## config.mk

```make
export PLATFORM = sky130hd
export DESIGN_NAME = fpmc_top
export DESIGN_NICKNAME = d
export VERILOG_FILES = /design/src/fpmc_pkg.sv /design/src/fpmc_sw_if.sv /design/src/fpmc_debounce.sv /design/src/fpmc_top.sv
export SDC_FILE = /design/constraint.sdc
export NUM_CORES = 1
export LEC_CHECK = 0
export BUFFER_PORTS_ARGS = -buffer_cell sky130_fd_sc_hd__buf_2
export CORE_AREA = 4 4 194 196
export DETAILED_ROUTE_END_ITERATION = 6
export DIE_AREA = 0 0 198 200
export PLACE_DENSITY_LB_ADDON = 0.05
export SYNTH_ARGS = -nofsm -noshare
export SYNTH_HDL_FRONTEND = slang
export SYNTH_SLANG_ARGS = --single-unit
```

## constraint.sdc

```tcl
create_clock -name MCLK -period 4.1 [get_ports MCLK]
set_clock_uncertainty 0.2 [all_clocks]
set_input_delay 1.23 -clock MCLK [delete_from_list [all_inputs] [get_ports MCLK]]
set_output_delay 1.23 -clock MCLK [all_outputs]
set_load 0.03 [all_outputs]
```

## src/fpmc_pkg.sv

```systemverilog
// Constants and types of the front panel menu controller.
package fpmc_pkg;
   localparam int unsigned CLK_HZ        = 40_000_000;
   localparam int unsigned IDLE_S        = 12;
   localparam int unsigned GAIN_IDLE_S   = 30;
   localparam int unsigned PHASE_MS      = 1000;
   localparam int unsigned DEB_MS        = 10;
   localparam int unsigned IDLE_CYC      = IDLE_S * CLK_HZ;
   localparam int unsigned GAIN_IDLE_CYC = GAIN_IDLE_S * CLK_HZ;
   localparam int unsigned PHASE_CYC     = PHASE_MS * (CLK_HZ / 1000);
   localparam int unsigned DEB_CYC       = DEB_MS * (CLK_HZ / 1000);

   // gain held as attenuation in 0.5 dB units
   localparam logic [6:0] GAIN_MIN_HDB = 7'h28;
   localparam logic [6:0] GAIN_MAX_HDB = 7'h64;
   localparam logic [6:0] GAIN_RST_HDB = 7'h3C;
   localparam logic [7:0] STEP_10DB    = 8'h14;
   localparam logic [7:0] STEP_1DB     = 8'h02;
   localparam logic [7:0] STEP_HALF    = 8'h01;
   localparam logic signed [12:0] OFS_LIM = 13'sh07D0;
   localparam logic signed [12:0] OFS_STEP_1000 = 13'sh03E8;
   localparam logic signed [12:0] OFS_STEP_100  = 13'sh0064;
   localparam logic signed [12:0] OFS_STEP_10   = 13'sh000A;
   localparam logic signed [12:0] OFS_STEP_1    = 13'sh0001;

   localparam logic [2:0] CUR_R_GAIN = 3'h3;
   localparam logic [2:0] CUR_R_OFS  = 3'h4;
   localparam logic [2:0] CUR_R_FLAG = 3'h1;

   localparam int SW_MENU  = 0;
   localparam int SW_LEFT  = 1;
   localparam int SW_RIGHT = 2;
   localparam int SW_UP    = 3;
   localparam int SW_DOWN  = 4;
   localparam int SW_N     = 5;

   typedef enum logic [2:0] {ST_LAMP, ST_VER, ST_RUN, ST_EDIT, ST_SAVE}
      fpmc_state_t;
   typedef enum logic [2:0] {MN_GAIN, MN_MUTE, MN_REF, MN_OFS, MN_REMOTE,
      MN_COMM} fpmc_menu_t;
   typedef enum logic [1:0] {REF_INT, REF_EXT, REF_AUTO} fpmc_ref_t;

   typedef struct packed {
      logic [6:0]         gain;
      logic               mute;
      fpmc_ref_t          refsel;
      logic signed [11:0] ofs;
      logic               remote;
      logic               comm;
   } fpmc_set_t;

   localparam int SET_W = $bits(fpmc_set_t);
   localparam fpmc_set_t SET_RST = '{gain: GAIN_RST_HDB, mute: 1'b0,
      refsel: REF_INT, ofs: 12'h000, remote: 1'b0, comm: 1'b0};
endpackage

```

## src/fpmc_sw_if.sv

```systemverilog
// Interface between a switch input and its debouncer.
`timescale 1ns/100ps
interface fpmc_sw_if;
   logic raw;
   logic press;
   modport deb (input raw, output press);
   modport usr (output raw, input press);
endinterface

```

## src/fpmc_debounce.sv

```systemverilog
// Switch synchroniser and debouncer giving one pulse per press.
`timescale 1ns/100ps
module fpmc_debounce
   import fpmc_pkg::*;
#(
   parameter int unsigned DEB_CYC_P = DEB_CYC
) (
   input  wire logic clk,
   input  wire logic arst_n,
   fpmc_sw_if.deb    sw
);
   localparam int CW = $clog2(DEB_CYC_P + 1);

   if (DEB_CYC_P < 1) begin : g_bad
      $error("fpmc_debounce: DEB_CYC_P must be at least 1");
   end

   logic          s1_q, s2_q, s3_q;
   logic          level_q;
   logic          press_q;
   logic [CW-1:0] cnt_q;

   always_ff @(posedge clk or negedge arst_n) begin
      if (!arst_n) begin
         s1_q <= 1'b0;
         s2_q <= 1'b0;
         s3_q <= 1'b0;
      end else begin
         s1_q <= sw.raw;
         s2_q <= s1_q;
         s3_q <= s2_q;
      end
   end

   // contact bounce restarts the count, so one press gives one event
   always_ff @(posedge clk or negedge arst_n) begin
      if (!arst_n) begin
         cnt_q   <= '0;
         level_q <= 1'b0;
         press_q <= 1'b0;
      end else begin
         press_q <= 1'b0;
         if (s2_q == s3_q && s3_q != level_q) begin
            if (cnt_q == CW'(DEB_CYC_P - 1)) begin
               cnt_q   <= '0;
               level_q <= s3_q;
               press_q <= s3_q;
            end else begin
               cnt_q <= cnt_q + 1'b1;
            end
         end else begin
            cnt_q <= '0;
         end
      end
   end

   assign sw.press = press_q;
endmodule

```

## src/fpmc_top.sv

```systemverilog
// Front panel menu controller: session, settings and indicators.
`timescale 1ns/100ps
module fpmc_top
   import fpmc_pkg::*;
#(
   parameter int unsigned DEB_CYC_P   = DEB_CYC,
   parameter int unsigned PHASE_CYC_P = PHASE_CYC,
   parameter int unsigned IDLE_CYC_P  = IDLE_CYC,
   parameter int unsigned GIDLE_CYC_P = GAIN_IDLE_CYC,
   parameter logic [15:0] VERSION_P   = 16'h0100 // value is arbitrary
) (
   input  wire logic              MCLK,
   input  wire logic              ARST_N,
   input  wire logic              MENU_SW_N,
   input  wire logic              LEFT_SW_N,
   input  wire logic              RIGHT_SW_N,
   input  wire logic              UP_SW_N,
   input  wire logic              DOWN_SW_N,
   input  wire logic              PLL_UNLOCK,
   input  wire logic              NV_VALID,
   input  wire logic [SET_W-1:0]  NV_RD_DATA,
   output logic                   NV_WE,
   output logic [SET_W-1:0]       NV_WR_DATA,
   output logic [6:0]             GAIN_HDB,
   output logic                   MUTE,
   output logic [1:0]             REF_SEL,
   output logic [11:0]            REF_OFS,
   output logic                   REMOTE,
   output logic                   COMM_SEL,
   output logic                   ALARM,
   output logic                   LED_ALARM,
   output logic                   LED_MUTE,
   output logic                   LED_REMOTE,
   output logic [2:0]             DISP_STATE,
   output logic [2:0]             DISP_MENU,
   output logic [2:0]             DISP_CURSOR,
   output logic                   DISP_SAVE_YES,
   output logic [15:0]            DISP_VERSION
);
   if (PHASE_CYC_P < 1 || IDLE_CYC_P < 1 || GIDLE_CYC_P < 1
       || DEB_CYC_P < 1) begin : g_bad
      $error("fpmc_top: timing parameters must be at least 1");
   end
   default disable iff (!ARST_N);

   fpmc_state_t     state_q;
   fpmc_menu_t      menu_q;
   logic [2:0]      cur_q;
   logic            yes_q;
   logic            load_q;
   logic            nv_we_q;
   fpmc_set_t       live_q, saved_q, live_d, boot;
   logic [31:0]     idle_q, phase_q;
   logic [31:0]     idle_lim;
   logic            tmo, phase_done, in_sess, any_ev, vert_ev;
   logic            m_ev, l_ev, r_ev, u_ev, d_ev;
   logic            on_val, at_r, confirm;
   logic            al1_q, al2_q, al3_q, alarm_q;
   logic [SW_N-1:0] raw_n, press;

   // switch inputs: active low pins, one debouncer each
   fpmc_sw_if sw_if [SW_N] ();
   assign raw_n = {DOWN_SW_N, UP_SW_N, RIGHT_SW_N, LEFT_SW_N, MENU_SW_N};

   for (genvar i = 0; i < SW_N; i++) begin : g_sw
      assign sw_if[i].raw = ~raw_n[i];
      assign press[i]     = sw_if[i].press;
      fpmc_debounce #(.DEB_CYC_P(DEB_CYC_P)) u_deb (
         .clk    (MCLK),
         .arst_n (ARST_N),
         .sw     (sw_if[i].deb)
      );
   end

   assign m_ev    = press[SW_MENU];
   assign l_ev    = press[SW_LEFT];
   assign r_ev    = press[SW_RIGHT];
   assign u_ev    = press[SW_UP];
   assign d_ev    = press[SW_DOWN];
   assign vert_ev = u_ev | d_ev;
   assign any_ev  = |press;

   function automatic logic [2:0] r_pos(fpmc_menu_t m);
      case (m)
         MN_GAIN: r_pos = CUR_R_GAIN;
         MN_OFS:  r_pos = CUR_R_OFS;
         default: r_pos = CUR_R_FLAG;
      endcase
   endfunction

   // up raises gain, which lowers the attenuation
   function automatic logic [6:0] gain_step(logic [6:0] g, logic [2:0] c,
                                             logic up);
      logic [7:0] step;
      logic [7:0] v;
      case (c)
         3'h0:    step = STEP_10DB;
         3'h1:    step = STEP_1DB;
         default: step = STEP_HALF;
      endcase
      if (up) begin
         if ({1'b0, g} < {1'b0, GAIN_MIN_HDB} + step) begin
            v = {1'b0, GAIN_MIN_HDB};
         end else begin
            v = {1'b0, g} - step;
         end
      end else begin
         v = {1'b0, g} + step;
         if (v > {1'b0, GAIN_MAX_HDB}) begin
            v = {1'b0, GAIN_MAX_HDB};
         end
      end
      gain_step = v[6:0];
   endfunction

   function automatic logic [11:0] ofs_step(logic signed [11:0] o,
                                            logic [2:0] c, logic up);
      logic signed [12:0] step;
      logic signed [12:0] v;
      case (c)
         3'h0:    step = OFS_STEP_1000;
         3'h1:    step = OFS_STEP_100;
         3'h2:    step = OFS_STEP_10;
         default: step = OFS_STEP_1;
      endcase
      v = up ? 13'(o) + step : 13'(o) - step;
      if (v > OFS_LIM) begin
         v = OFS_LIM;
      end else if (v < -OFS_LIM) begin
         v = -OFS_LIM;
      end
      ofs_step = v[11:0];
   endfunction

   assign in_sess = (state_q == ST_EDIT) || (state_q == ST_SAVE);
   assign at_r    = (cur_q == r_pos(menu_q));
   assign on_val  = (state_q == ST_EDIT) && !at_r && vert_ev;
   assign confirm = (state_q == ST_SAVE) && m_ev && yes_q;

   // the gain menu is given the longer grace period
   assign idle_lim = (state_q == ST_EDIT && menu_q == MN_GAIN)
                     ? GIDLE_CYC_P : IDLE_CYC_P;
   assign tmo = in_sess && !any_ev && (idle_q >= idle_lim - 1);

   // edits act on the live outputs at once
   always_comb begin
      live_d = live_q;
      if (on_val) begin
         case (menu_q)
            MN_GAIN:   live_d.gain = gain_step(live_q.gain, cur_q, u_ev);
            MN_MUTE:   live_d.mute = ~live_q.mute;
            MN_REF: begin
               case (live_q.refsel)
                  REF_INT:  live_d.refsel = u_ev ? REF_EXT : REF_AUTO;
                  REF_EXT:  live_d.refsel = u_ev ? REF_AUTO : REF_INT;
                  default:  live_d.refsel = u_ev ? REF_INT : REF_EXT;
               endcase
            end
            MN_OFS:    live_d.ofs = ofs_step(live_q.ofs, cur_q, u_ev);
            MN_REMOTE: live_d.remote = ~live_q.remote;
            default:   live_d.comm = ~live_q.comm;
         endcase
      end
   end

   // stored image is used only when its gain and reference select hold legal values
   always_comb begin
      boot = SET_RST;
      if (NV_VALID) begin
         boot = fpmc_set_t'(NV_RD_DATA);
         if (boot.gain < GAIN_MIN_HDB || boot.gain > GAIN_MAX_HDB
             || boot.refsel == 2'h3) begin
            boot = SET_RST;
         end
      end
   end

   always_ff @(posedge MCLK or negedge ARST_N) begin
      if (!ARST_N) begin
         load_q <= 1'b1;
      end else begin
         load_q <= 1'b0;
      end
   end

   // saved_q mirrors storage and doubles as the undo copy
   always_ff @(posedge MCLK or negedge ARST_N) begin
      if (!ARST_N) begin
         live_q  <= SET_RST;
         saved_q <= SET_RST;
      end else if (load_q) begin
         live_q  <= boot;
         saved_q <= boot;
      end else if (tmo) begin
         live_q <= saved_q;
      end else if (state_q == ST_SAVE && m_ev) begin
         if (yes_q) begin
            saved_q <= live_q;
         end else begin
            live_q <= saved_q;
         end
      end else begin
         live_q <= live_d;
      end
   end

   always_ff @(posedge MCLK or negedge ARST_N) begin
      if (!ARST_N) begin
         nv_we_q <= 1'b0;
      end else begin
         nv_we_q <= confirm;
      end
   end

   always_ff @(posedge MCLK or negedge ARST_N) begin
      if (!ARST_N) begin
         idle_q <= '0;
      end else if (!in_sess || any_ev || tmo) begin
         idle_q <= '0;
      end else begin
         idle_q <= idle_q + 1'b1;
      end
   end

   assign phase_done = (phase_q == PHASE_CYC_P - 1);

   always_ff @(posedge MCLK or negedge ARST_N) begin
      if (!ARST_N) begin
         phase_q <= '0;
      end else if (state_q != ST_LAMP && state_q != ST_VER) begin
         phase_q <= '0;
      end else if (phase_done) begin
         phase_q <= '0;
      end else begin
         phase_q <= phase_q + 1'b1;
      end
   end

   always_ff @(posedge MCLK or negedge ARST_N) begin
      if (!ARST_N) begin
         state_q <= ST_LAMP;
         menu_q  <= MN_GAIN;
         cur_q   <= 3'h0;
         yes_q   <= 1'b0;
      end else begin
         case (state_q)
            ST_LAMP: begin
               if (phase_done) state_q <= ST_VER;
            end
            ST_VER: begin
               if (phase_done) state_q <= ST_RUN;
            end
            ST_RUN: begin
               if (m_ev) begin
                  state_q <= ST_EDIT;
                  menu_q  <= MN_GAIN;
                  cur_q   <= 3'h0;
               end
            end
            ST_EDIT: begin
               if (tmo) begin
                  state_q <= ST_RUN;
               end else if (m_ev) begin
                  if (at_r || menu_q == MN_COMM) begin
                     state_q <= ST_SAVE;
                     yes_q   <= 1'b0;
                  end else begin
                     menu_q <= fpmc_menu_t'(menu_q + 3'h1);
                     cur_q  <= 3'h0;
                  end
               end else if (l_ev && cur_q != 3'h0) begin
                  cur_q <= cur_q - 3'h1;
               end else if (r_ev && !at_r) begin
                  cur_q <= cur_q + 3'h1;
               end
            end
            ST_SAVE: begin
               if (tmo || m_ev) begin
                  state_q <= ST_RUN;
               end else if (vert_ev || l_ev || r_ev) begin
                  yes_q <= ~yes_q;
               end
            end
            default: state_q <= ST_RUN;
         endcase
      end
   end

   // lock detector is asynchronous to this clock
   always_ff @(posedge MCLK or negedge ARST_N) begin
      if (!ARST_N) begin
         al1_q   <= 1'b0;
         al2_q   <= 1'b0;
         al3_q   <= 1'b0;
         alarm_q <= 1'b0;
      end else begin
         al1_q <= PLL_UNLOCK;
         al2_q <= al1_q;
         al3_q <= al2_q;
         if (al2_q == al3_q) alarm_q <= al3_q;
      end
   end

   assign NV_WE         = nv_we_q;
   assign NV_WR_DATA    = saved_q;
   assign GAIN_HDB      = live_q.gain;
   assign MUTE          = live_q.mute;
   assign REF_SEL       = live_q.refsel;
   assign REF_OFS       = live_q.ofs;
   assign REMOTE        = live_q.remote;
   assign COMM_SEL      = live_q.comm;
   assign ALARM         = alarm_q;
   assign LED_ALARM     = alarm_q;
   assign LED_MUTE      = live_q.mute;
   assign LED_REMOTE    = live_q.remote;
   assign DISP_STATE    = state_q;
   assign DISP_MENU     = menu_q;
   assign DISP_CURSOR   = cur_q;
   assign DISP_SAVE_YES = yes_q;
   assign DISP_VERSION  = VERSION_P;

   gain_range_a: assert property (@(posedge MCLK)
      GAIN_HDB >= GAIN_MIN_HDB && GAIN_HDB <= GAIN_MAX_HDB)
      else $error("gain outside allowed range");

   save_entry_a: assert property (@(posedge MCLK)
      state_q == ST_EDIT && m_ev && at_r |=> state_q == ST_SAVE && !yes_q)
      else $error("return item did not open save prompt");

   yes_store_a: assert property (@(posedge MCLK)
      confirm |=> NV_WE && NV_WR_DATA == $past(live_q) ##1 !NV_WE)
      else $error("confirmed save not written once");

   tmo_restore_a: assert property (@(posedge MCLK)
      tmo |=> state_q == ST_RUN && live_q == $past(saved_q))
      else $error("timeout did not restore settings");

   idle_bound_a: assert property (@(posedge MCLK)
      any_ev |=> idle_q == 32'h0)
      else $error("idle timer not restarted by switch event");

   no_restore_a: assert property (@(posedge MCLK)
      state_q == ST_SAVE && m_ev && !yes_q |=> live_q == $past(saved_q)
      && !NV_WE)
      else $error("no answer did not restore settings");

   mute_led_a: assert property (@(posedge MCLK)
      on_val && menu_q == MN_MUTE && !tmo |=> LED_MUTE != $past(LED_MUTE))
      else $error("mute did not toggle");

   half_step_a: assert property (@(posedge MCLK)
      on_val && menu_q == MN_GAIN && cur_q == 3'h2 && d_ev && !u_ev
      && GAIN_HDB < GAIN_MAX_HDB |=> GAIN_HDB == $past(GAIN_HDB) + 7'h01)
      else $error("half dB step wrong");

   menu_next_a: assert property (@(posedge MCLK)
      state_q == ST_EDIT && m_ev && !at_r && menu_q != MN_COMM
      |=> menu_q == fpmc_menu_t'($past(menu_q) + 3'h1) && cur_q == 3'h0)
      else $error("menu press did not advance");

   power_seq_a: assert property (@(posedge MCLK)
      state_q == ST_LAMP && phase_done |=> state_q == ST_VER)
      else $error("lamp test not followed by version");

   alarm_a: assert property (@(posedge MCLK)
      PLL_UNLOCK [*4] |=> LED_ALARM && ALARM)
      else $error("alarm not raised on lock loss");
endmodule

```

==> flow_metrics.tcl, run 1 <==
set metrics [dict create \
    status "complete, no violations" \
    via_count 11400 \
    holdBufCountCts 0 \
    initial_core_util 0.395 \
    die_x_um 198 \
    final_cell_mix "nor2_1 (256), dfrtp_1 (239), nand2_1 (120)" \
    grt_max_degree 66 \
    r2r_slack_ps 240 \
    worst-path-max-fanout 9 \
    ys_ff_latch 248 \
    first_pass_iters 6 \
    crit_family "compound AO/OA/AOI/OAI gates" \
    antenna_found_initial 0 \
    synthArstFlopShare 1.00 \
    antennaDiodeCount 0 \
    crit_required_ps 4340 \
    hold_start "g_sw[0].u_deb.s1_q" \
    grt_pass1_vias 11100 \
    slew_headroom 0.492 \
    drtIter0Drc 599 \
    die_area_um2 39600 \
    slowest_delay_ps 390 \
    min_path_cells 0 \
    detail_route.vias_per_cell 5.23 \
    place_hpwl_um 26000 \
    worst_slew_pin_slew_ps 762 \
    fin_crit_ps 3860 \
    startpoint_type "flip-flop" \
    p_int_uw 4290 \
    ys_seq_area_frac 0.436 \
    clock-sinks 248 \
    utilization 0.456 \
    ir_drop_mv 0.305 \
    wl_per_cell_um 16.8 \
    io_buffers 95 \
    cts_root_buffer "clkbuf_16" \
    p_per_area_nw_per_um2 364 \
    reg2reg_from "DISP_CURSOR[0]" \
    hold_path.class "reg2reg" \
    r2r_cells 18 \
    cp_slowest_cell "dfrtp_1" \
    numCtsBuffers 30 \
    pre_cts_ws_ps 69.5 \
    tns_ps 0 \
    setup_viol 0 \
    power_frac_clock 0.434 \
    clock_path_buffers 3 \
    ios 112 \
    seqPwrFrac 0.435 \
    nets 1779 \
    fillers 3503 \
    synth-edff-count 0 \
    ys_types 90 \
    avgSynthCellArea_um2 9.07 \
    yosysTopAreaCellShare 0.419 \
    cp-startpoint "DISP_CURSOR[0]" \
    min_to "g_sw[0].u_deb.s2_q" \
    core_um2 36100 \
    netlist_area_um2 14300 \
    whs_ps 148 \
    cp_cell_sequence "inv_1 -> ha_2 -> nand2b_1 -> inv_1 -> nor2_1 -> buf_4 -> o21a_1 -> ha_1 -> fa_2 -> a211oi_2 -> o211ai_1 -> buf_4 -> a211o_1 -> nand3_1 -> nor2_1 -> a31oi_4 -> nor2b_1 -> o21ai_1" \
    die_y_um 200 \
    finalCritPeriodShare 0.942 \
    netlist.top_cell.by_area "dfrtp_1" \
    fin_ws_ps 238 \
    gp_congestion 0.883 \
    combPwrFrac 0.131 \
    rows 70 \
    rr_endpoint "REF_OFS[5]" \
    drcViolationCount 0 \
    insertion_delay_ps 570 \
    cp_num_buf_inv 4 \
    drt_wl_total_um 36600 \
    ys.flop_type "dfrtp_1" \
    ant_nets 0 \
    maxCapViolCount 0 \
    critical_path_class "reg2reg" \
    grt_overflow 0 \
    clk_pin_slew_worst_paths_ps 60 \
    p_total_uw 5990 \
    syn_to_final_growth_pct 15.5 \
    netlist_instances 1572 \
    finalHoldViolCount 0 \
    p_leak_uw 0.00738 \
    cts_max_level 1 \
    ys_warn_count 0 \
    drive_gt1_frac 0.147 \
    switching_share 0.284 \
    grt_usage 0.182 \
    cts_tree "built" \
    end_kind "flip-flop" \
    p_sw_uw 1700 \
    fmax_ghz 0.259 \
    maxSlewViolCount 0 \
    grt_pass1_wl_um 59800 \
    synthTopCellsByArea "dfrtp_1 (42%), nor2_1 (6.8%), xor2_1 (5.9%), ha_1 (4.4%), xnor2_1 (3.6%)" \
    layout_commonest_cell "nor2_1" \
    arrival_ps 4110 \
]
==> state kept, by name, summed over array words and instances, names as in the netlist, 7 cells and up <==
| signal | flops |
|---|---|
| REF_OFS | 12 |
| GAIN_HDB | 7 |
| g_sw.u_deb.cnt_q | 95 |
| NV_WR_DATA | 24 |
| idle_q | 32 |
| phase_q | 32 |
==> what timing repair did <==
action                     CTS  global route
setup buffers                0             3
setup endpoints to repair    0            10
gates resized for setup      0            13
==> layout make-up <==
class                   count  area (µm²)  area share
clock buffers              43         880      0.0534
clock inverters            13         100     0.00608
inverters                  50         188      0.0114
multi-input cells        1221        7610       0.462
flip-flops and latches    248        6220       0.378
well taps                 468         586      0.0356
repair buffers            142         888      0.0540
==> cells in the mapped netlist, types with 6 or more instances <==
cell type and n:
a211oi_1 13, a21boi_0 9, a21oi_1 74, a31oi_1 11, and2_1 9, and3_1 40, buf_4 19, clkbuf_1 35
dfrtp_1 239, dfstp_2 9, ha_1 50, inv_1 50, mux2_2 10, mux2i_1 17, nand2_1 120, nand2b_1 14
nand3_1 94, nand3b_1 8, nand4_1 30, nor2_1 257, nor2b_1 15, nor3_1 34, nor3b_1 7, nor4_1 11
o211ai_1 8, o21a_1 15, o21ai_0 70, o21ai_1 9, o31ai_1 6, or2_2 7, or3_1 8, xnor2_1 59
xor2_1 96
==> cells by family (layout without fill, tap and decap cells) <==
logic type      after synthesis  count (layout)  synth area share
buf+inv                     118             248            0.0389
simple gates                685             685             0.231
other cells                   2              17          0.000527
flops                       248             248             0.436
fa+ha+maj                    54              54            0.0488
mux                          31              31            0.0230
xor+xnor                    155             155            0.0952
compound gates              279             279             0.127
==> worst max path at each step <==
stage                 end  cells after the start
3_3_place_gp   REF_OFS[6]                     18
5_1_grt        REF_OFS[6]                     19
6_report       REF_OFS[5]                     18
4_1_cts        REF_OFS[6]                     18
2_1_floorplan  REF_OFS[8]                     16
3_5_place_dp   REF_OFS[6]                     18
==> metrics by stage <==
stage,cell area (µm²),instances
final,16500,2185
after global routing,16500,2185
after CTS,16400,2182
after detailed placement,15400,2126
after global placement,15400,2126
after floorplan,14300,1587
==> power by group through the flow <==
| stage | clock [µW] | sequential (µW) | combinational, µW |
|---|---|---|---|
| after global routing | 2770 | 2610 | 867 |
| after floorplan | 0 | 2700 | 455 |
| after CTS | 2670 | 2600 | 765 |
| after detailed placement | 0 | 2650 | 762 |
| after global placement | 0 | 2650 | 763 |
| final | 2600 | 2610 | 786 |
==> routing by layer <==
layer	wire, µm	track usage	vias to the layer above
met1	18000	0.270	5485
met3	1700	0.0279	46
met4	844	0.0423	0
li1	-	-	5693
met2	16000	0.283	195
met5	0	0	-
(Power assumes the default switching activity.)
==> run 2, diff against run 1 <==
--- a/config.mk
+++ b/config.mk
@@ -6,10 +6,11 @@
 export NUM_CORES = 1
 export LEC_CHECK = 0
 export BUFFER_PORTS_ARGS = -buffer_cell sky130_fd_sc_hd__buf_2
-export CORE_AREA = 4 4 194 196
+export CORE_AREA = 4 4 201 203
 export DETAILED_ROUTE_END_ITERATION = 6
-export DIE_AREA = 0 0 198 200
+export DIE_AREA = 0 0 205 207
 export PLACE_DENSITY_LB_ADDON = 0.05
 export SYNTH_ARGS = -nofsm -noshare
 export SYNTH_HDL_FRONTEND = slang
+export SYNTH_HIERARCHICAL = 1
 export SYNTH_SLANG_ARGS = --single-unit
==> run 2 against run 1 <==
Final area is 7.1% higher. Fmax down 1.5%. Sequential power hardly changed. Die area grew 7.2%. Sequential cell count is the same. Combinational power increased by 19%. Utilization is 0.23 points higher. Power is 9.5% higher. Hold slack lost 1.1 ps. Largest power group is now clock.
==> flow_metrics.tcl, run 2 <==
set metrics [dict create \
    status "complete, no violations" \
    clk_pin_slew_worst_paths_ps 60 \
    avgSynthCellArea_um2 9.05 \
    netlist.top_cell.by_area "dfrtp_1" \
    grtUsageMet3 0.0324 \
    critical_path_class "reg2reg" \
    wl_per_cell_um 17.6 \
    yosys.cell_count.top_type "nor2_1" \
    slew_headroom 0.369 \
    r2r_slack_ps 180 \
    rows 72 \
    synthTopCellsByArea "dfrtp_1 (39%), nor2_1 (6.1%), xnor2_1 (5.0%), ha_1 (4.1%), nand2_1 (3.6%)" \
    synthArstFlopShare 1.00 \
    numCtsBuffers 31 \
    drt_wl_total_um 41200 \
    netlist_area_um2 15300 \
    reg_top3 "g_sw.u_deb/cnt_q (95), idle_q (32), phase_q (32)" \
    synth_compound_area_frac 0.155 \
    ys_types 98 \
    clock-sinks 248 \
    setup_viol 0 \
    place_hpwl_um 29300 \
    startpoint_type "flip-flop" \
    nets 1889 \
    utilization 0.459 \
    ir_drop_mv 0.304 \
    finalHoldViolCount 0 \
    pre_cts_ws_ps 151 \
    ios 112 \
    ys.flop_type "dfrtp_1" \
    maxSlewViolCount 0 \
    grt_usage 0.190 \
    fin_crit_ps 3920 \
    grt_overflow 0 \
    grt_pass1_vias 12500 \
    reg2reg_from "DISP_CURSOR[0]" \
    gp_congestion 0.904 \
    worst_slew_pin_slew_ps 946 \
    p_leak_uw 0.00744 \
    fmax_ghz 0.255 \
    die_area_um2 42400 \
    regMostFlops "g_sw.u_deb/cnt_q" \
    synth_fa_ha_area_frac 0.0462 \
    die_y_um 207 \
    fin_ws_ps 181 \
    finalInstanceArea_um2 17600 \
    layout_commonest_cell "nor2_1" \
    first_pass_iters 5 \
    via_count 12700 \
    worst-path-max-fanout 4 \
    place_inst 2283 \
    syn_to_final_growth_pct 15.6 \
    r2r_cells 16 \
    ys_ff_latch 248 \
    place_area_um2 16400 \
    met1_usage 0.268 \
    clock_path_buffers 3 \
    insertion_delay_ps 590 \
    drtIter0Drc 684 \
    core_um2 38500 \
    io_buffers 95 \
    cts_tree "built" \
    yosysTopAreaCellShare 0.392 \
    synth_top_family_by_area "simple AND/OR/NAND/NOR gates" \
    grt_pass1_wl_um 67800 \
    yosys.area_share.simple 0.252 \
    p_per_area_nw_per_um2 372 \
    arrival_ps 4200 \
    die_x_um 205 \
    largest_reg_flops 95 \
    grt_max_degree 81 \
    synth_xor_xnor_area_share 0.0826 \
    grtUsageMet2 0.307 \
    hold_path.class "reg2reg" \
    final_cell_mix "nor2_1 (246), dfrtp_1 (239), nand2_1 (146)" \
    ys_warn_count 6 \
    netlist_instances 1686 \
    ant_nets 0 \
    end_kind "flip-flop" \
    grt.busiest_layer "met2" \
    cp-startpoint "DISP_CURSOR[0]" \
    drcViolationCount 0 \
    crit_required_ps 4390 \
    drive_gt1_frac 0.160 \
    cts_max_level 1 \
    antenna_found_initial 0 \
    holdBufCountCts 0 \
    synth-edff-count 0 \
    antennaDiodeCount 0 \
    final_cells 2346 \
    rr_endpoint "REF_OFS[2]" \
    maxCapViolCount 0 \
    muxShareOfSynthArea 0.0161 \
    finalCritPeriodShare 0.956 \
    cts_root_buffer "clkbuf_16" \
    ys_seq_area_frac 0.407 \
    initial_core_util 0.397 \
    synth_commonest_cells "nor2_1 (248), dfrtp_1 (239), nand2_1 (146), xnor2_1 (87), a21oi_1 (80)" \
    detail_route.vias_per_cell 5.43 \
    cp-endpoint "REF_OFS[2]" \
]
==> run 2: cell count changes after synthesis, moves of 10 or more <==
cell,change
and4_1,+13
and3_1,-22
nand2_1,+26
nor4b_1,+11
xnor2_1,+28
nor4_1,+19
xor2_1,-39
nand3_1,-24
or3_1,+10
==> run 2: per-layer routing <==
layer | routed length, µm | up-vias
met5 | 0 | -
met4 | 976 | 0
met3 | 1820 | 61
met2 | 19300 | 228
met1 | 19100 | 6185
li1 | - | 6260
==> run 2: kinds of logic after synthesis <==
| family | count (synthesis) |
|---|---|
| xor gates and xnor gates | 144 |
| buffers and inverters | 129 |
| AOI/OAI and AO/OA | 341 |
| other | 2 |
| DFF | 248 |
| muxes | 24 |
| adders and majority gates | 55 |
| and+or+nand+nor | 743 |
==> run 2: how the worst min path moves through the flow <==
stage	from	endpoint	slack (ps)	depth (start not counted)
CTS	g_sw[2].u_deb/s1_q	g_sw[2].u_deb/s2_q	150	0
floorplan	al1_q	al2_q	130	0
detailed placement	g_sw[0].u_deb/s1_q	g_sw[0].u_deb/s2_q	130	0
global route	g_sw[3].u_deb/s1_q	g_sw[3].u_deb/s2_q	160	0
global placement	g_sw[1].u_deb/s1_q	g_sw[1].u_deb/s2_q	130	0
finish	g_sw[3].u_deb/s1_q	g_sw[3].u_deb/s2_q	150	0
==> run 2: power breakdown <==
group	switching, µW	total (µW)	internal, µW
combinational	594	938	344
sequential	114	2630	2520
clock	1150	2980	1830
==> run 2: area by class of cell <==
class	count	area [µm²]
multi-input combinational	1324	8560
tap	518	648
clock inverter	18	248
fill	3756	20800
inverter	53	199
timing repair buffer	145	886
clock buffer	40	880
sequential	248	6220
==> run 2: what timing repair did <==
action / CTS / global route
endpoints found under the setup margin: 0 / 9
resized for setup: 0 / 15
setup buffers: 0 / 5
==> run 2: worst max-delay path: stages, from the launching register on <==
cell and delay (ps):
dfrtp_1 400, buf_4 160, ha_2 190, nand2b_1 80, nand2_1 100, inv_1 100
o21a_1 150, ha_2 230, fa_2 220, a21o_1 200, nand4_1 170, a211o_1 350
o211ai_1 250, nor2_1 100, nor4b_2 180, or4_4 470, o311ai_2 250
==> run 2: per-stage QoR <==
stage,power (µW),hold WS (ps),TNS [ps]
floorplan,3290,131,0
global placement,3580,133,0
detailed placement,3580,135,0
CTS,6620,148,0
global route,6840,156,-45.7
finish,6550,147,0
